File: config.mk
export PLATFORM = sky130hd
export DESIGN_NAME = mbm_master
export DESIGN_NICKNAME = d
export VERILOG_FILES = /design/src/rtl/mbm_pkg.sv /design/src/rtl/mbm_wbuf.sv /design/src/rtl/mbm_master.sv
export VERILOG_INCLUDE_DIRS = /design/src /design/src/rtl
export SDC_FILE = /design/constraint.sdc
export NUM_CORES = 1
export LEC_CHECK = 0
export BUFFER_PORTS_ARGS = -buffer_cell sky130_fd_sc_hd__buf_2
export CELL_PAD_IN_SITES_DETAIL_PLACEMENT = 0
export CELL_PAD_IN_SITES_GLOBAL_PLACEMENT = 2
export CORE_ASPECT_RATIO = 0.8
export CORE_MARGIN = 3
export CORE_UTILIZATION = 35
export DETAILED_ROUTE_END_ITERATION = 10
export PLACE_DENSITY = 0.95
export SLEW_MARGIN = 20
export SYNTH_ARGS = -nofsm -noshare
export SYNTH_HDL_FRONTEND = slang
export SYNTH_HIERARCHICAL = 1
export SYNTH_SLANG_ARGS = --single-unit
File: constraint.sdc
create_clock -name clk_sys_i -period 7.8 [get_ports clk_sys_i]
set_clock_uncertainty 0.2 [all_clocks]
set_input_delay 1.56 -clock clk_sys_i [delete_from_list [all_inputs] [get_ports clk_sys_i]]
set_output_delay 1.56 -clock clk_sys_i [all_outputs]
set_load 0.005 [all_outputs]
File: src/rtl/mbm_regs.svh
// Constants for the burst master port: widths, limits and reset values
`ifndef MBM_REGS_SVH
`define MBM_REGS_SVH

// Bus widths
`define MBM_ADDR_W 32
`define MBM_DATA_W 32
`define MBM_BE_W 4
// Burst length field width, legal range 2 to 32
`define MBM_BCNT_W 8
// Longest burst: only the top length bit set
`define MBM_BCNT_MAX 8'h80
// Width of the owed read beat counter
`define MBM_OWED_W 16
// Write data buffer depth in words
`define MBM_BUF_DEPTH 2

// Reset values and the all-lanes byte enable
`define MBM_RST_ADDR 32'h0000_0000
`define MBM_RST_DATA 32'h0000_0000
`define MBM_RST_BCNT 8'h01
`define MBM_BE_ALL 4'hf
`define MBM_RST_BE 4'h0

`endif

File: src/rtl/mbm_pkg.sv
// Types for the burst master port
package mbm_pkg;

   // Port sequencer states, one-hot
   typedef enum logic [2:0] {
      MBM_ST_IDLE  = 3'b001,
      MBM_ST_WRITE = 3'b010,
      MBM_ST_RADDR = 3'b100
   } mbm_state_t;

endpackage : mbm_pkg

File: src/rtl/mbm_wbuf.sv
// Small write data buffer with valid and ready on both sides
`timescale 1ns/100ps
module mbm_wbuf #(
   parameter int WIDTH = 32,
   parameter int DEPTH = 2
) (
   input wire logic clk_sys_i,
   input wire logic nrst_i,
   input wire logic ce_i,
   input wire logic in_valid_i,
   input wire logic [WIDTH-1:0] in_data_i,
   output logic in_ready_o,
   output logic out_valid_o,
   output logic [WIDTH-1:0] out_data_o,
   input wire logic out_ready_i
);

   localparam int PW = (DEPTH > 1) ? $clog2(DEPTH) : 1;
   localparam int CW = $clog2(DEPTH + 1);

   logic [WIDTH-1:0] mem_reg [DEPTH];
   logic [PW-1:0] wptr_reg;
   logic [PW-1:0] rptr_reg;
   logic [CW-1:0] cnt_reg;
   logic ready_reg;

   // Handshakes and next occupancy
   wire push = in_valid_i && ready_reg;
   wire pop = out_valid_o && out_ready_i;
   wire [CW-1:0] cnt_next = CW'(cnt_reg + CW'(push) - CW'(pop));
   wire [PW-1:0] wptr_inc = (wptr_reg == PW'(DEPTH - 1)) ? '0 : PW'(wptr_reg + 1'b1);
   wire [PW-1:0] rptr_inc = (rptr_reg == PW'(DEPTH - 1)) ? '0 : PW'(rptr_reg + 1'b1);

   assign in_ready_o = ready_reg;
   assign out_valid_o = (cnt_reg != '0);
   assign out_data_o = mem_reg[rptr_reg];

   // Pointers, count and registered ready
   always_ff @(posedge clk_sys_i) begin
      if (!nrst_i) begin
         wptr_reg <= '0;
         rptr_reg <= '0;
         cnt_reg <= '0;
         ready_reg <= 1'b0;
      end else if (ce_i) begin
         if (push) wptr_reg <= wptr_inc;
         if (pop) rptr_reg <= rptr_inc;
         cnt_reg <= cnt_next;
         ready_reg <= (cnt_next < CW'(DEPTH)); // Full stalls the source
      end
   end

   // Storage, no reset needed
   always_ff @(posedge clk_sys_i) begin
      if (ce_i && push) begin
         mem_reg[wptr_reg] <= in_data_i;
      end
   end

endmodule : mbm_wbuf

File: src/rtl/mbm_master.sv
// Burst master port on a synchronous memory-mapped bus
`timescale 1ns/100ps
`include "mbm_regs.svh"

// Overview of operation
// - Burst length field is between 2 and 32 bits wide; here 8 bits.
// - Length counts sequential beats; one behaves as a plain single transfer.
// - Longest burst is two to the width minus one, top bit only set.
// - Beats may stall any number of cycles on either side.
// - Read bursts imply pipelined reads, so no shared tristate data.
// - Every started burst runs all beats; no abort, no new address during a write burst.
// - Write burst opens with address, first data, write, enables and length.
// - Address, enables and length stay constant through a write burst.
// - Write with fresh data is accepted on exactly N edges.
// - Master may drop write to pause; no data taken, burst resumes.
// - Under waitrequest the master holds write data and write unchanged.
// - All byte enables are high during every burst.
// - Read burst opens with address, read and length held through waitrequest.
// - Read data is taken on every edge with readdatavalid high.
// - After read address acceptance, a new transfer may start on that edge.
module mbm_master (
   input wire logic clk_sys_i,
   input wire logic nrst_i,
   input wire logic ce_i,
   // User command port
   input wire logic cmd_valid_i,
   input wire logic cmd_write_i,
   input wire logic [`MBM_ADDR_W-1:0] cmd_addr_i,
   input wire logic [`MBM_BCNT_W-1:0] cmd_len_i,
   output logic cmd_ready_o,
   output logic cmd_err_o,
   // User write data stream
   input wire logic wr_valid_i,
   input wire logic [`MBM_DATA_W-1:0] wr_data_i,
   output logic wr_ready_o,
   output logic wr_done_o,
   // User read data stream
   output logic rd_valid_o,
   output logic [`MBM_DATA_W-1:0] rd_data_o,
   output logic busy_o,
   // Memory-mapped bus master side
   output logic [`MBM_ADDR_W-1:0] avm_address_o,
   output logic [`MBM_BCNT_W-1:0] avm_burstcount_o,
   output logic avm_write_o,
   output logic [`MBM_DATA_W-1:0] avm_writedata_o,
   output logic [`MBM_BE_W-1:0] avm_byteenable_o,
   output logic avm_read_o,
   input wire logic avm_waitrequest_i,
   input wire logic [`MBM_DATA_W-1:0] avm_readdata_i,
   input wire logic avm_readdatavalid_i
);

   // Length legality: from one up to the top-bit-only value
   function automatic logic mbm_len_ok(input logic [`MBM_BCNT_W-1:0] len);
      mbm_len_ok = (len != '0) && (len <= `MBM_BCNT_MAX);
   endfunction : mbm_len_ok

   mbm_pkg::mbm_state_t state_reg;
   mbm_pkg::mbm_state_t state_next;

   // Pending command slot
   logic pend_valid_reg;
   logic pend_write_reg;
   logic [`MBM_ADDR_W-1:0] pend_addr_reg;
   logic [`MBM_BCNT_W-1:0] pend_len_reg;
   logic cmd_ready_reg;
   logic cmd_err_reg;

   // Bus outputs
   logic [`MBM_ADDR_W-1:0] addr_reg;
   logic [`MBM_BCNT_W-1:0] bcnt_reg;
   logic write_reg;
   logic [`MBM_DATA_W-1:0] wdata_reg;
   logic [`MBM_BE_W-1:0] be_reg;
   logic read_reg;

   // Beat counters and user-facing flags
   logic [`MBM_BCNT_W-1:0] wleft_reg;
   logic [`MBM_OWED_W-1:0] owed_reg;
   logic wr_done_reg;
   logic rd_valid_reg;
   logic [`MBM_DATA_W-1:0] rd_data_reg;
   logic busy_reg;

   // Buffer read side
   logic buf_valid;
   logic [`MBM_DATA_W-1:0] buf_data;
   logic buf_ready;
   logic buf_in_ready;

   // Write data path buffer; waitrequest back-pressure reaches the user
   mbm_wbuf #(
      .WIDTH(`MBM_DATA_W),
      .DEPTH(`MBM_BUF_DEPTH)
   ) u_wbuf (
      .clk_sys_i(clk_sys_i),
      .nrst_i(nrst_i),
      .ce_i(ce_i),
      .in_valid_i(wr_valid_i),
      .in_data_i(wr_data_i),
      .in_ready_o(buf_in_ready),
      .out_valid_o(buf_valid),
      .out_data_o(buf_data),
      .out_ready_i(buf_ready)
   );

   // State decode
   wire st_idle = (state_reg == mbm_pkg::MBM_ST_IDLE);
   wire st_write = (state_reg == mbm_pkg::MBM_ST_WRITE);
   wire st_raddr = (state_reg == mbm_pkg::MBM_ST_RADDR);

   // Command intake
   wire cmd_fire = cmd_valid_i && cmd_ready_reg;
   wire cmd_legal = mbm_len_ok(cmd_len_i);
   wire cmd_take = cmd_fire && cmd_legal;
   wire cmd_bad = cmd_fire && !cmd_legal;

   // Read address accepted on this edge
   wire raddr_acc = st_raddr && read_reg && !avm_waitrequest_i;
   // Owed count headroom: a read waits rather than let the counter wrap
   wire [`MBM_OWED_W-1:0] owed_lim = `MBM_OWED_W'({`MBM_OWED_W{1'b1}} - `MBM_OWED_W'(`MBM_BCNT_MAX));
   wire owed_room = (owed_reg <= owed_lim);
   // Launch only from idle or right as the read address is taken; write needs its first word
   wire launch_slot = st_idle || raddr_acc;
   wire launch = launch_slot && pend_valid_reg && (pend_write_reg ? buf_valid : owed_room);
   wire launch_wr = launch && pend_write_reg;
   wire launch_rd = launch && !pend_write_reg;

   // Write beat handling
   wire beat_acc = st_write && write_reg && !avm_waitrequest_i;
   wire out_free = !write_reg || !avm_waitrequest_i;
   wire wload = st_write && out_free && (wleft_reg != '0) && buf_valid;
   wire wlast = beat_acc && (wleft_reg == '0);
   wire [`MBM_BCNT_W-1:0] len_m1 = `MBM_BCNT_W'(pend_len_reg - 1'b1);

   // Buffer pops on the first word at launch and on each later load
   assign buf_ready = ce_i && (launch_wr || wload);

   // Owed read beats: add on launch, remove on each returned beat
   wire [`MBM_OWED_W-1:0] owed_add = launch_rd ? `MBM_OWED_W'(pend_len_reg) : '0;
   wire [`MBM_OWED_W-1:0] owed_sub = avm_readdatavalid_i ? `MBM_OWED_W'(1) : '0;
   wire [`MBM_OWED_W-1:0] owed_next = `MBM_OWED_W'(owed_reg + owed_add - owed_sub);

   // Pending slot next value
   wire pend_valid_next = cmd_take ? 1'b1 : (launch ? 1'b0 : pend_valid_reg);

   // Busy while a burst, a pending command or owed read beats remain
   wire busy_next = (state_next != mbm_pkg::MBM_ST_IDLE) || (owed_next != '0) || pend_valid_next;

   // Next state
   always_comb begin
      state_next = state_reg;
      case (state_reg)
         mbm_pkg::MBM_ST_IDLE: begin
            if (launch_wr) state_next = mbm_pkg::MBM_ST_WRITE;
            else if (launch_rd) state_next = mbm_pkg::MBM_ST_RADDR;
         end
         mbm_pkg::MBM_ST_WRITE: begin
            if (wlast) state_next = mbm_pkg::MBM_ST_IDLE;
         end
         mbm_pkg::MBM_ST_RADDR: begin
            if (launch_wr) state_next = mbm_pkg::MBM_ST_WRITE;
            else if (launch_rd) state_next = mbm_pkg::MBM_ST_RADDR;
            else if (raddr_acc) state_next = mbm_pkg::MBM_ST_IDLE;
         end
         default: state_next = mbm_pkg::MBM_ST_IDLE;
      endcase
   end

   // State register
   always_ff @(posedge clk_sys_i) begin
      if (!nrst_i) state_reg <= mbm_pkg::MBM_ST_IDLE;
      else if (ce_i) state_reg <= state_next;
   end

   // Command slot
   always_ff @(posedge clk_sys_i) begin
      if (!nrst_i) begin
         pend_valid_reg <= 1'b0;
         pend_write_reg <= 1'b0;
         pend_addr_reg <= `MBM_RST_ADDR;
         pend_len_reg <= `MBM_RST_BCNT;
      end else if (ce_i) begin
         pend_valid_reg <= pend_valid_next;
         if (cmd_take) begin
            pend_write_reg <= cmd_write_i;
            pend_addr_reg <= cmd_addr_i;
            pend_len_reg <= cmd_len_i;
         end
      end
   end

   // Intake flags
   always_ff @(posedge clk_sys_i) begin
      if (!nrst_i) begin
         cmd_ready_reg <= 1'b0;
         cmd_err_reg <= 1'b0;
      end else if (ce_i) begin
         cmd_ready_reg <= !pend_valid_next;
         cmd_err_reg <= cmd_bad; // Zero or oversize length refused
      end
   end

   // Address and length: set once per burst and held
   always_ff @(posedge clk_sys_i) begin
      if (!nrst_i) begin
         addr_reg <= `MBM_RST_ADDR;
         bcnt_reg <= `MBM_RST_BCNT;
      end else if (ce_i && launch) begin
         addr_reg <= pend_addr_reg;
         bcnt_reg <= pend_len_reg;
      end
   end

   // Byte enables: all lanes raised from the first launch on
   always_ff @(posedge clk_sys_i) begin
      if (!nrst_i) be_reg <= `MBM_RST_BE;
      else if (ce_i && launch) be_reg <= `MBM_BE_ALL;
   end

   // Read strobe: held until the address is taken
   always_ff @(posedge clk_sys_i) begin
      if (!nrst_i) read_reg <= 1'b0;
      else if (ce_i) begin
         if (launch_rd) read_reg <= 1'b1;
         else if (raddr_acc) read_reg <= 1'b0;
      end
   end

   // Write strobe: up per loaded beat, down when a beat leaves with none behind
   always_ff @(posedge clk_sys_i) begin
      if (!nrst_i) write_reg <= 1'b0;
      else if (ce_i) begin
         if (launch_wr || wload) write_reg <= 1'b1;
         else if (beat_acc) write_reg <= 1'b0;
      end
   end

   // Write data and beats left, frozen while waitrequest stalls a raised write
   always_ff @(posedge clk_sys_i) begin
      if (!nrst_i) begin
         wdata_reg <= `MBM_RST_DATA;
         wleft_reg <= '0;
      end else if (ce_i) begin
         if (launch_wr) begin
            wdata_reg <= buf_data;
            wleft_reg <= len_m1;
         end else if (wload) begin
            wdata_reg <= buf_data;
            wleft_reg <= `MBM_BCNT_W'(wleft_reg - 1'b1);
         end
      end
   end

   // Outstanding read beats
   always_ff @(posedge clk_sys_i) begin
      if (!nrst_i) owed_reg <= '0;
      else if (ce_i) owed_reg <= owed_next;
   end

   // Read capture, one word per valid beat
   always_ff @(posedge clk_sys_i) begin
      if (!nrst_i) begin
         rd_valid_reg <= 1'b0;
         rd_data_reg <= `MBM_RST_DATA;
      end else if (ce_i) begin
         rd_valid_reg <= avm_readdatavalid_i;
         if (avm_readdatavalid_i) rd_data_reg <= avm_readdata_i;
      end
   end

   // Completion pulse and busy status
   always_ff @(posedge clk_sys_i) begin
      if (!nrst_i) begin
         wr_done_reg <= 1'b0;
         busy_reg <= 1'b0;
      end else if (ce_i) begin
         wr_done_reg <= wlast;
         busy_reg <= busy_next;
      end
   end

   // Outputs straight from flip-flops
   assign cmd_ready_o = cmd_ready_reg;
   assign cmd_err_o = cmd_err_reg;
   assign wr_ready_o = buf_in_ready;
   assign wr_done_o = wr_done_reg;
   assign rd_valid_o = rd_valid_reg;
   assign rd_data_o = rd_data_reg;
   assign busy_o = busy_reg;
   assign avm_address_o = addr_reg;
   assign avm_burstcount_o = bcnt_reg;
   assign avm_write_o = write_reg;
   assign avm_writedata_o = wdata_reg;
   assign avm_byteenable_o = be_reg;
   assign avm_read_o = read_reg;

endmodule : mbm_master

==> results of run 1 <==
[how the worst max path moves through the flow]
stage               depth (start not counted)  slack (ns)                  end
finish                                     17        2.48  busy_o$_SDFFE_PN0P_
global route                               17        2.16  busy_o$_SDFFE_PN0P_
CTS                                        17        2.54  busy_o$_SDFFE_PN0P_
detailed placement                         17        2.00  busy_o$_SDFFE_PN0P_
global placement                           17        2.06  busy_o$_SDFFE_PN0P_
floorplan                                  16        2.70  busy_o$_SDFFE_PN0P_
[report_power, final]
group,leakage (uW),switching (uW),internal [uW]
Clock,0.000435,516,741
Combinational,0.00262,418,315
Sequential,0.00210,35.3,1380
Total,0.00515,969,2440
[synth_stat cells, drive strengths merged (3+ instances only)]
| library cell | number |
|---|---|
| dfxtp | 187 |
| nor4 | 5 |
| a21oi | 177 |
| nor3 | 10 |
| or2 | 3 |
| nand2 | 320 |
| mux2i | 19 |
| xnor2 | 8 |
| o21a | 3 |
| xor2 | 6 |
| or4 | 3 |
| buf | 26 |
| nand3 | 15 |
| edfxtp | 64 |
| o211ai | 3 |
| o21ai | 21 |
| a211oi | 7 |
| ha | 29 |
| clkbuf | 41 |
| and3 | 10 |
| or3 | 4 |
| nand2b | 6 |
| o31ai | 3 |
| nand4 | 4 |
| nor2 | 54 |
| inv | 38 |
| a31oi | 6 |
| and2 | 10 |
| a21o | 7 |
| mux2 | 33 |
[per-layer routing]
layer / track usage / share of wire
met2: 0.2640 / 0.46
met4: 0.03614 / 0.021
met5: 0 / 0.00026
met3: 0.02711 / 0.048
met1: 0.2251 / 0.47
[through the flow]
step | util | instance area, um^2 | power (uW)
detailed placement | 0.4059 | 11970 | 2172
finish | 0.4365 | 12880 | 3408
CTS | 0.4357 | 12850 | 3444
global route | 0.4365 | 12880 | 3598
global placement | 0.4059 | 11970 | 2168
floorplan | - | 10530 | 1994
[cell type report]
| cell class | instances | area (um^2) |
|---|---|---|
| fill | 2927 | 16620 |
| sequential | 251 | 5665 |
| multi-input combinational | 797 | 4439 |
| timing repair buffer | 239 | 1239 |
| clock buffer | 41 | 802.0 |
| tap | 406 | 508.0 |
| inverter | 38 | 145.1 |
| clock inverter | 9 | 77.57 |
[worst max-delay path: stages]
cell and delay, ns:
buf_2 0.12, nand4bb_1 0.28, a21oi_1 0.33, nand2_1 0.16, nor2_1 0.51, nand2_1 0.12, ha_1 0.29, inv_1 0.04
ha_1 0.22, fa_1 0.44, a21o_1 0.22, a22o_1 0.21, o41a_1 0.33, xnor2_1 0.18, o211ai_1 0.15, nor4_2 0.25
a21oi_1 0.10
[kinds of logic (layout without fill, tap and decap cells)]
group	count (synthesis)	count (layout)	share of synthesized area
and+or+nand+nor	453	453	0.1816
DFF	251	251	0.5378
AOI/OAI and AO/OA	247	247	0.1342
buffers and inverters	105	327	0.04240
muxes	52	52	0.05369
adders and majority gates	30	30	0.03635
xor gates and xnor gates	15	15	0.01390
==> qor.log, run 1 <==
qor: clock_network.tritoncts.num_buffers 27
qor: logic_synthesis.mappedNetlistArea 10530 um^2
qor: sta.finalCritPeriodShare 0.6814
qor: global_route.first_global_vias 8161
qor: logic_synthesis.async_reset_ff_frac 0
qor: sta.min_period 5.315 ns
qor: worst_setup_path.crit_path_start avm_waitrequest_i
qor: floorplanning.placeableCoreArea 29500 um^2
qor: global_route.wire_length_of_the_first_global_routing_pass 42870 um
qor: place.dpl.hpwl 17860 um
qor: clock_network.numClockSinks 251
qor: routing.initialDrtViolationCount 419
qor: worst_setup_path.critical_path_peak_fanout 9
qor: logic_synthesis.synth.area.top_cells dfxtp_1 36%, edfxtp_1 18%, nand2_1 11%
qor: floorplanning.placementRows 56
qor: worst_setup_path.regToRegEndpoint busy_o$_SDFFE_PN0P_
qor: floorplanning.die-area 32230 um^2
qor: sta.maxSlewViolCount 0
qor: logic_synthesis.synth-edff-count 64
qor: logic_synthesis.postSynthCellCount 1153
qor: logic_synthesis.ys.flop_type dfxtp_1
qor: logic_synthesis.yosysWarningCount 6
qor: routing.first_pass_detailed_route_iteration_total 5
qor: routing.post_route_wl 27140 um
qor: worst_setup_path.path_class input pin to flop
qor: logic_synthesis.synth_seq_area_share 0.5378
qor: worst_setup_path.critical_path_arrival 5.52 ns
qor: worst_hold_path.hold_path_startpoint pend_addr_reg[7]$_SDFFE_PN0P_
qor: cells_and_area.area_growth_syn_to_layout 22.24%
qor: power_and_ir_drop.power.density_cell_area 264.7 nW/um^2
qor: place.buffer_ports.inserted 227
qor: clock_network.clock_tree.buffer_depth 3
qor: clock_network.cts_hold_buffers 0
qor: place.dp_worst_setup_slack 2.003 ns
qor: logic_synthesis.synth_top_cell_by_area dfxtp_1
qor: global_route.antenna_found_initial 1
qor: worst_setup_path.logic_depth_of_the_worst_register_to_register_path 16
qor: sta.worst_slew_margin_relative_to_its_limit 0.3488
qor: clock_network.ctsRootBufferMaster clkbuf_16
qor: worst_setup_path.worst-endpoint-required 8.00 ns
qor: cells_and_area.largest_register_ffs 64
qor: worst_hold_path.worstHoldEndpoint avm_address_o[7]$_SDFFE_PN0P_
qor: clock_network.cts_max_level 1
qor: place.numPlacedInstances 1730
qor: worst_hold_path.hold_path.class flop to flop
qor: global_route.grt_remaining_overflow 0
qor: routing.drc 0
qor: logic_synthesis.mean_instance_size_in_the_synthesized_netlist 9.136 um^2
qor: sta.hold_violations 0
qor: worst_setup_path.setup.reg_to_reg.worst_slack 2.89 ns
qor: floorplanning.start_util 0.3571
qor: floorplanning.ios 228
qor: logic_synthesis.synth.net_count 1295
qor: routing.vias 8530
qor: outcome.status completed
qor: worst_setup_path.startpoint_type_of_the_worst_setup_path input pin
qor: job.max_cap_violations 0
qor: cells_and_area.layout.cells.most_common nand2_1
qor: floorplanning.floorplan.die.width 200.0 um
qor: cells_and_area.nets 1496
qor: floorplanning.die-height 161.2 um
qor: power_and_ir_drop.ir_worst_vdd 168.4 uV
qor: cells_and_area.antenna_cells_inserted 0
qor: sta.setup_tns 0 ns
qor: clock_network.worst_skew_pair.late_latency 0.54 ns
qor: place.gp_congestion 0.8638
qor: routing.route.detailed.wl_per_inst 15.24 um
qor: clock_network.post_cts.repair.setup_buffers 0
qor: sta.postLayoutSetupSlackWorst 2.485 ns
qor: global_route.grt_util_all_layers 0.1615
qor: power_and_ir_drop.p_leak 0.005154 uW
qor: global_route.grt_max_degree 89
qor: cells_and_area.share_of_post_route_cells_with_drive_strength_above_1 0.2407
qor: sta.rsz0062_at_grt false
qor: clock_network.cts_resized 0
qor: sta.whs 0.2483 ns
qor: cells_and_area.layout_common_cells 319 x nand2_1, 227 x buf_2, 187 x dfxtp_1
qor: logic_synthesis.yosys.area.top_type_share 0.3554
qor: sta.timing_worst_slew_pin_value 0.9769 ns
qor: clock_network.cts_tree yes
qor: logic_synthesis.number_of_distinct_standard_cells_referenced_by_the_synthesized_netlist 71
qor: sta.setup_violations 0
qor: cells_and_area.finish.cell_count_without_fillers 1781
qor: worst_setup_path.source_of_the_worst_register_to_register_timing_path pend_write_reg$_SDFFE_PN0P_
qor: routing.avgViaCountPerCell 4.789
qor: worst_setup_path.cp-end-kind flop
qor: logic_synthesis.number_of_synthesized_register_bits 251
qor: routing.antenna_violating_nets_post_route 0
qor: sta.maxClockFrequency 188.1 MHz
qor: clock_network.clk_transition_reported_paths 0.06 ns
qor: worst_hold_path.min_path_cells 2
Note: power is estimated with default switching activity, not from simulation.
==> run 2: changes to the inputs <==
--- a/config.mk
+++ b/config.mk
@@ -6,14 +6,15 @@
 export SDC_FILE = /design/constraint.sdc
 export NUM_CORES = 1
 export LEC_CHECK = 0
+export ABC_AREA = 1
 export BUFFER_PORTS_ARGS = -buffer_cell sky130_fd_sc_hd__buf_2
 export CELL_PAD_IN_SITES_DETAIL_PLACEMENT = 0
 export CELL_PAD_IN_SITES_GLOBAL_PLACEMENT = 2
 export CORE_ASPECT_RATIO = 0.8
 export CORE_MARGIN = 3
-export CORE_UTILIZATION = 35
+export CORE_UTILIZATION = 32
 export DETAILED_ROUTE_END_ITERATION = 10
-export PLACE_DENSITY = 0.95
+export PLACE_DENSITY = 0.9
 export SLEW_MARGIN = 20
 export SYNTH_ARGS = -nofsm -noshare
 export SYNTH_HDL_FRONTEND = slang
==> constraint.sdc (replaced) <==
create_clock -name clk_sys_i -period 5.55 [get_ports clk_sys_i]
set_clock_uncertainty 0.2 [all_clocks]
set_input_delay 1.11 -clock clk_sys_i [delete_from_list [all_inputs] [get_ports clk_sys_i]]
set_output_delay 1.11 -clock clk_sys_i [all_outputs]
set_load 0.005 [all_outputs]
==> qor.log, run 2 <==
qor: logic_synthesis.synth.area.top_cells dfxtp_1 35%, edfxtp_1 18%, nor2_1 11%
qor: worst_setup_path.path_class input pin to flop
qor: global_route.wire_length_of_the_first_global_routing_pass 45460 um [+6.0%]
qor: logic_synthesis.synth-edff-count 64 [unchanged]
qor: power_and_ir_drop.power.share.combinational 0.146 [-0.069]
qor: sta.rsz0062_at_grt false
qor: routing.antenna_violating_nets_post_route 0 [unchanged]
qor: cells_and_area.nets 1615 [+8.0%]
qor: routing.drc 0 [unchanged]
qor: clock_network.clk_transition_reported_paths 0.06 ns [about the same]
qor: clock_network.tritoncts.num_buffers 27 [unchanged]
qor: place.gp_congestion 0.8247 [-4.5%]
qor: logic_synthesis.yosys-top-cells-count 309 x nor2_1, 187 x dfxtp_1, 168 x o21ai_0, 144 x nand2_1, 114 x inv_1
qor: cells_and_area.finish.cell_count_without_fillers 1921 [+7.9%]
qor: floorplanning.placeableCoreArea 32780 um^2 [+11%]
qor: worst_setup_path.timing.critical_path.cells buf_2 -> nor2_1 -> nand3_1 -> nand2_2 -> nand2_1 -> nor2_1 -> nand2_1 -> ha_1 -> inv_1 -> ha_1 -> fa_1 -> nand3_1 -> nand2_1 -> nand2_1 -> nand2_1 -> nor2_1 -> nand4_1 -> nor2_1 -> nand4_1 -> nor2_1 -> nor2_1
qor: power_and_ir_drop.power.share.clock 0.418 [+0.049]
qor: place.buffer_ports.inserted 227 [unchanged]
qor: cells_and_area.antenna_cells_inserted 0 [unchanged]
qor: logic_synthesis.synth_seq_area_share 0.5276 [-0.01028]
qor: floorplanning.floorplan.die.width 210.8 um [+5.4%]
qor: sta.worst_slew_margin_relative_to_its_limit 0.2633 [-0.08550]
qor: routing.initialDrtViolationCount 612 [+46%]
qor: clock_network.post_cts.repair.setup_buffers 0 [unchanged]
qor: clock_network.cts_hold_buffers 0 [unchanged]
qor: cells_and_area.layout.cells.most_common nor2_1
qor: routing.route.detailed.wl_per_inst 14.91 um [-2.1%]
qor: cells_and_area.area_growth_syn_to_layout 22.23% [about the same]
qor: global_route.grt_remaining_overflow 0 [unchanged]
qor: worst_setup_path.worst-endpoint-required 5.79 ns [-2.21 ns]
qor: clock_network.cts_max_level 1 [unchanged]
qor: job.max_cap_violations 0 [unchanged]
qor: sta.maxSlewViolCount 0 [unchanged]
qor: sta.setup_tns 0 ns [unchanged]
qor: logic_synthesis.ys.flop_type dfxtp_1
qor: floorplanning.die-area 35810 um^2 [+11%]
qor: worst_hold_path.hold_path.class flop to flop
qor: floorplanning.ios 228 [unchanged]
qor: logic_synthesis.synth.most_common_cell nor2_1
qor: power_and_ir_drop.switchingPower 1212 uW [+25%]
qor: cells_and_area.largest_register_ffs 64 [unchanged]
qor: logic_synthesis.synth.net_count 1412 [+9.0%]
qor: worst_setup_path.timing.critical_path.mode_cell nor2_1
qor: global_route.grt_util_all_layers 0.1555 [-0.005968]
qor: routing.first_pass_detailed_route_iteration_total 5 [unchanged]
qor: clock_network.cts_resized 0 [unchanged]
qor: floorplanning.placementRows 59 [+5.4%]
qor: global_route.grt_max_degree 111 [+25%]
qor: logic_synthesis.yosysWarningCount 6 [unchanged]
qor: clock_network.cts_tree yes
qor: worst_setup_path.critical_path.max_stage_delay 0.47 ns [-0.04 ns]
qor: floorplanning.start_util 0.3276 [-0.02945]
qor: worst_setup_path.startpoint_type_of_the_worst_setup_path input pin
qor: logic_synthesis.postSynthCellCount 1270 [+10%]
qor: logic_synthesis.mean_instance_size_in_the_synthesized_netlist 8.456 um^2 [-7.4%]
qor: power_and_ir_drop.sequential_power_share 0.436 [+0.020]
qor: sta.hold_violations 0 [unchanged]
qor: worst_setup_path.cp-end-kind flop
qor: sta.min_period 4.132 ns
qor: worst_setup_path.critical_path_peak_fanout 9 [unchanged]
qor: worst_setup_path.critical_path_arrival 4.37 ns [-1.15 ns]
qor: power_and_ir_drop.p_sw_frac 0.2681 [-0.01625]
qor: place.dpl.hpwl 19100 um [+6.9%]
qor: logic_synthesis.number_of_synthesized_register_bits 251 [unchanged]
qor: routing.post_route_wl 28650 um [+5.6%]
qor: cells_and_area.layout_common_cells 305 x nor2_1, 226 x buf_2, 186 x dfxtp_1
qor: power_and_ir_drop.p_leak 0.006252 uW [+21%]
qor: logic_synthesis.mappedNetlistArea 10740 um^2 [+1.9%]
qor: routing.vias 8754 [+2.6%]
qor: sta.setup_violations 0 [unchanged]
qor: power_and_ir_drop.power.density_cell_area 344.5 nW/um^2 [+30%]
qor: routing.avgViaCountPerCell 4.557 [-4.9%]
qor: global_route.antenna_found_initial 0 [-1]
qor: place.numPlacedInstances 1871 [+8.2%]
qor: clock_network.clock_tree.buffer_depth 3 [unchanged]
qor: power_and_ir_drop.ir_worst_vdd 224.7 uV [+33%]
qor: logic_synthesis.synth_top_cell_by_area dfxtp_1
qor: logic_synthesis.number_of_distinct_standard_cells_referenced_by_the_synthesized_netlist 40 [-44%]
qor: clock_network.worst_skew_pair.late_latency 0.57 ns [+0.03 ns]
qor: outcome.status completed
qor: floorplanning.die-height 169.9 um [+5.4%]
qor: worst_setup_path.cp_slowest_cell fa_1
qor: sta.timing_worst_slew_pin_value 1.105 ns [+0.1283 ns]
qor: sta.finalCritPeriodShare 0.7444
qor: logic_synthesis.async_reset_ff_frac 0 [unchanged]
qor: cells_and_area.share_of_post_route_cells_with_drive_strength_above_1 0.2236 [-0.01717]
qor: clock_network.ctsRootBufferMaster clkbuf_16
qor: power_and_ir_drop.cell_internal_pwr 3309 uW [+36%]
qor: sta.maxClockFrequency 242.0 MHz
qor: clock_network.numClockSinks 251 [unchanged]
qor: logic_synthesis.yosys.area.top_type_share 0.3486 [-0.006791]
qor: global_route.first_global_vias 8445 [+3.5%]
[run 2: changes by cell type in the layout (fill, tap and decap cells not counted), sizes merged, moves of 6 or more]
cell	before	now
a211oi	7	1
a21oi	177	56
and2	10	0
and3	10	0
inv	40	119
mux2i	19	0
nand2	320	152
nand2b	6	0
nand3	15	39
nand4	4	16
nor2	54	312
nor3	10	2
o21ai	21	173
[run 2: per-stage QoR]
| step | cell area, um^2 | power (uW) | setup WS (ns) | util | hold slack, ns |
|---|---|---|---|---|---|
| detailed placement | 12190 | 2672 | 0.8247 | 0.3719 | 0.2575 |
| global placement | 12190 | 2673 | 0.8879 | 0.3719 | 0.2545 |
| CTS | 13120 | 4595 | 1.406 | 0.4004 | 0.2676 |
| floorplan | 10740 | 2468 | 1.566 | - | 0.2492 |
| finish | 13130 | 4522 | 1.418 | 0.4005 | 0.2630 |
| global route | 13130 | 4775 | 1.015 | 0.4005 | 0.3022 |
[run 2: path summary, 6_finish.rpt]
kind	start	end	slack [ns]	cells after the start
setup / recovery	avm_waitrequest_i	busy_o$_SDFFE_PN0P_	1.42	21
hold / removal	rd_valid_o$_SDFFE_PN0P_	rd_valid_o$_SDFFE_PN0P_	0.26	2
setup reg to reg	owed_reg[8]$_SDFFE_PN0P_	busy_o$_SDFFE_PN0P_	1.48	21
hold reg to reg	rd_valid_o$_SDFFE_PN0P_	rd_valid_o$_SDFFE_PN0P_	0.26	2
[run 2: power by group through the flow]
stage	Sequential, uW	Clock (uW)	Combinational (uW)
after floorplan	2000	0	463
after global placement	2010	0	665
after detailed placement	2010	0	662
after CTS	1970	1960	666
after global routing	1980	2030	770
final	1970	1890	661
[run 2: critical path, delay by kind of cell]
| family | cells | cell delay, ns |
|---|---|---|
| fa+ha+maj | 3 | 0.99 |
| buf+inv | 2 | 0.15 |
| simple gates | 16 | 2.11 |
[run 2: cell type report]
type	count	area, um^2
Clock buffer	37	743.2
Clock inverter	13	190.2
Fill cell	3380	19650
Inverter	119	446.7
Multi-Input combinational cell	837	4329
Sequential cell	251	5669
Tap cell	427	534.3
Timing Repair Buffer	237	1214
[run 2: kinds of logic after synthesis]
group / share of synthesized area
AND/OR/NAND/NOR: 0.1981
flip-flops: 0.5276
AO/OA/AOI/OAI: 0.1191
buffers and inverters: 0.07072
multiplexers: 0.04404
adder cells (fa/ha/maj): 0.03565
XOR/XNOR: 0.004894
[run 2: metal layers]
metal  part of all wire  GRT usage  up-vias
met2               0.45     0.2461      182
met4              0.020    0.03783        0
met1               0.47     0.2170     4007
met5                  0          0        -
met3              0.058    0.03557       32
li1                   -          -     4533
==> run 3: changes to the inputs <==
--- a/config.mk
+++ b/config.mk
@@ -12,9 +12,9 @@
 export CELL_PAD_IN_SITES_GLOBAL_PLACEMENT = 2
 export CORE_ASPECT_RATIO = 0.8
 export CORE_MARGIN = 3
-export CORE_UTILIZATION = 32
+export CORE_UTILIZATION = 29
 export DETAILED_ROUTE_END_ITERATION = 10
-export PLACE_DENSITY = 0.9
+export PLACE_DENSITY = 0.87
 export SLEW_MARGIN = 20
 export SYNTH_ARGS = -nofsm -noshare
 export SYNTH_HDL_FRONTEND = slang
==> constraint.sdc (replaced) <==
create_clock -name clk_sys_i -period 3.44 [get_ports clk_sys_i]
set_clock_uncertainty 0.2 [all_clocks]
set_input_delay 0.688 -clock clk_sys_i [delete_from_list [all_inputs] [get_ports clk_sys_i]]
set_output_delay 0.688 -clock clk_sys_i [all_outputs]
set_load 0.005 [all_outputs]
==> qor.log, run 3 (same netlist as run 2, synthesis figures left out) <==
qor: place.numPlacedInstances 1972 [+5.4%]
qor: cells_and_area.layout_common_cells 298 x nor2_1, 226 x buf_2, 183 x dfxtp_1
qor: cells_and_area.share_of_post_route_cells_with_drive_strength_above_1 0.2873 [+0.06372]
qor: worst_setup_path.path_class flop to flop
qor: cells_and_area.layout.cells.most_common nor2_1
qor: floorplanning.floorplan.die.width 221.2 um [+4.9%]
qor: floorplanning.placeableCoreArea 36230 um^2 [+11%]
qor: clock_network.tritoncts.num_buffers 27 [unchanged]
qor: cells_and_area.area_growth_syn_to_layout 28.98%
qor: sta.timing_worst_slew_pin_value 0.7502 ns [-0.3549 ns]
qor: worst_hold_path.hold_path.class input pin to flop
qor: routing.route.detailed.wl_per_inst 14.41 um [-3.4%]
qor: sta.finalCritPeriodShare 0.9550
qor: clock_network.cts_tree yes
qor: cells_and_area.finalCoreUtilization 0.3823 [-0.01815]
qor: worst_setup_path.cp-end-kind flop
qor: worst_setup_path.startpoint_type_of_the_worst_setup_path flop
qor: floorplanning.start_util 0.2964 [-0.03121]
qor: routing.avgViaCountPerCell 4.435 [-2.7%]
qor: power_and_ir_drop.p_leak 0.006559 uW [+4.9%]
qor: sta.maxSlewViolCount 0 [unchanged]
qor: place.dpl.hpwl 20170 um [+5.6%]
qor: routing.antenna_violating_nets_post_route 0 [unchanged]
qor: place.total_placed_instance_area 12620 um^2 [+3.6%]
qor: clock_network.cts_max_level 1 [unchanged]
qor: floorplanning.die-height 178.1 um [+4.9%]
qor: cells_and_area.finish.cell_count_without_fillers 2030 [+5.7%]
qor: sta.postLayoutSetupSlackWorst 0.1547 ns [-1.264 ns]
qor: job.max_cap_violations 0 [unchanged]
qor: sta.min_period 3.285 ns
qor: floorplanning.ios 228 [unchanged]
qor: clock_network.numClockSinks 251 [unchanged]
qor: floorplanning.die-area 39390 um^2 [+10%]
qor: power_and_ir_drop.report.power.total 7493 uW [+66%]
qor: cells_and_area.nets 1670 [+3.4%]
qor: routing.initialDrtViolationCount 503 [-18%]
qor: outcome.status completed
qor: worst_setup_path.worst-endpoint-required 3.69 ns [-2.10 ns]
qor: global_route.grt_max_degree 84 [-24%]
qor: global_route.wire_length_of_the_first_global_routing_pass 45150 um [-0.67%]
qor: floorplanning.placementRows 62 [+5.1%]
qor: routing.drc 0 [unchanged]
qor: sta.maxClockFrequency 304.4 MHz
qor: sta.setup_violations 0 [unchanged]
qor: global_route.first_global_vias 8380 [-0.77%]
qor: cells_and_area.largest_register_ffs 64 [unchanged]
qor: place.gp_congestion 0.8354 [+1.3%]
qor: power_and_ir_drop.ir_worst_vdd 395.5 uV [+76%]
qor: sta.worst_slew_margin_relative_to_its_limit 0.4991 [+0.2359]
qor: power_and_ir_drop.power.density_cell_area 541.0 nW/um^2 [+57%]
qor: clock_network.ctsRootBufferMaster clkbuf_16
qor: routing.post_route_wl 29250 um [+2.1%]
qor: place.dp_worst_setup_slack -0.4289 ns [-1.254 ns]
qor: cells_and_area.final_design_area_no_fill 13850 um^2 [+5.5%]
qor: clock_network.worst_skew_pair.late_latency 0.56 ns [about the same]
qor: worst_setup_path.critical_path_peak_fanout 6 [-3]
qor: clock_network.clk_transition_reported_paths 0.06 ns [about the same]
qor: routing.first_pass_detailed_route_iteration_total 5 [unchanged]
qor: global_route.grt_util_all_layers 0.1399 [-0.01562]
qor: worst_setup_path.critical_path_arrival 3.53 ns [-0.84 ns]
qor: place.buffer_ports.inserted 227 [unchanged]
qor: clock_network.clock_tree.buffer_depth 3 [unchanged]
qor: sta.hold_violations 0 [unchanged]
qor: global_route.grt_remaining_overflow 0 [unchanged]
qor: routing.vias 9003 [+2.8%]
qor: global_route.antenna_found_initial 1 [+1]
[run 3: cell types whose count changed in the layout (fill, tap and decap cells not counted), moves of 7 or more]
| cell | before | now |
|---|---|---|
| buf_4 | 11 | 65 |
| ha_1 | 29 | 14 |
| nand2_1 | 144 | 129 |
| nand2_2 | 7 | 21 |
| ha_4 | 0 | 11 |
| nor2_1 | 305 | 298 |
[run 3: worst max-delay path: stages (launching register included)]
cell and delay [ns]:
dfxtp_1 0.31, ha_2 0.19, nand2_4 0.08, nor2_4 0.05
a21oi_4 0.16, nand2_2 0.09, nor2_4 0.17, buf_6 0.14
nand2_2 0.06, ha_4 0.26, inv_2 0.06, fa_2 0.44
nand3_2 0.12, nand2_2 0.07, nand2_2 0.07, nand2_2 0.05
nor2_1 0.10, nand4_1 0.12, nor2_1 0.15, nand4_1 0.11
nor2_1 0.12, nor2_1 0.04
[run 3: through the flow]
stage | hold WS, ns | TNS (ns)
floorplan | 0.2492 | 0
global placement | 0.2510 | -1.741
detailed placement | 0.2497 | -2.515
CTS | 0.08007 | 0
global route | 0.08765 | -0.02762
finish | 0.1210 | 0
[run 3: path summary, 6_finish.rpt]
kind	start	endpoint	slack [ns]	cells after the start
worst max-delay path	owed_reg[14]$_SDFFE_PN0P_	busy_o$_SDFFE_PN0P_	0.15	21
worst min-delay path	wr_data_i[27]	u_wbuf/mem_reg[1][27]$_DFFE_PP_	0.12	1
worst max register to register	owed_reg[14]$_SDFFE_PN0P_	busy_o$_SDFFE_PN0P_	0.15	21
worst min register to register	rd_valid_o$_SDFFE_PN0P_	rd_valid_o$_SDFFE_PN0P_	0.26	2
[run 3: repair_timing]
action	CTS	global route
setup endpoints to repair	2	11
gates resized for setup	9	58
hold buffers	0	0
gates cloned	0	0
setup buffers	3	4
pin swaps	4	23
[run 3: power breakdown]
| part | internal [uW] | switching (uW) |
|---|---|---|
| registers | 3120 | 49.9 |
| logic | 615 | 801 |
| clock network | 1690 | 1210 |
| total | 5430 | 2060 |
[run 3: cell type report]
| type | instances | area, um^2 |
|---|---|---|
| Fill cell | 3746 | 22380 |
| Timing Repair Buffer | 292 | 1630 |
| Clock inverter | 12 | 127.6 |
| Sequential cell | 251 | 5670 |
| Antenna cell | 1 | 2.502 |
| Tap cell | 480 | 600.6 |
| Inverter | 119 | 446.7 |
| Clock buffer | 38 | 757.0 |
| Multi-Input combinational cell | 837 | 4616 |
[run 3: per-layer routing]
layer  GRT usage  part of all wire
met1      0.1893              0.47
met2      0.2288              0.46
met3     0.03340             0.055
met4     0.03003             0.017
met5           0                 0
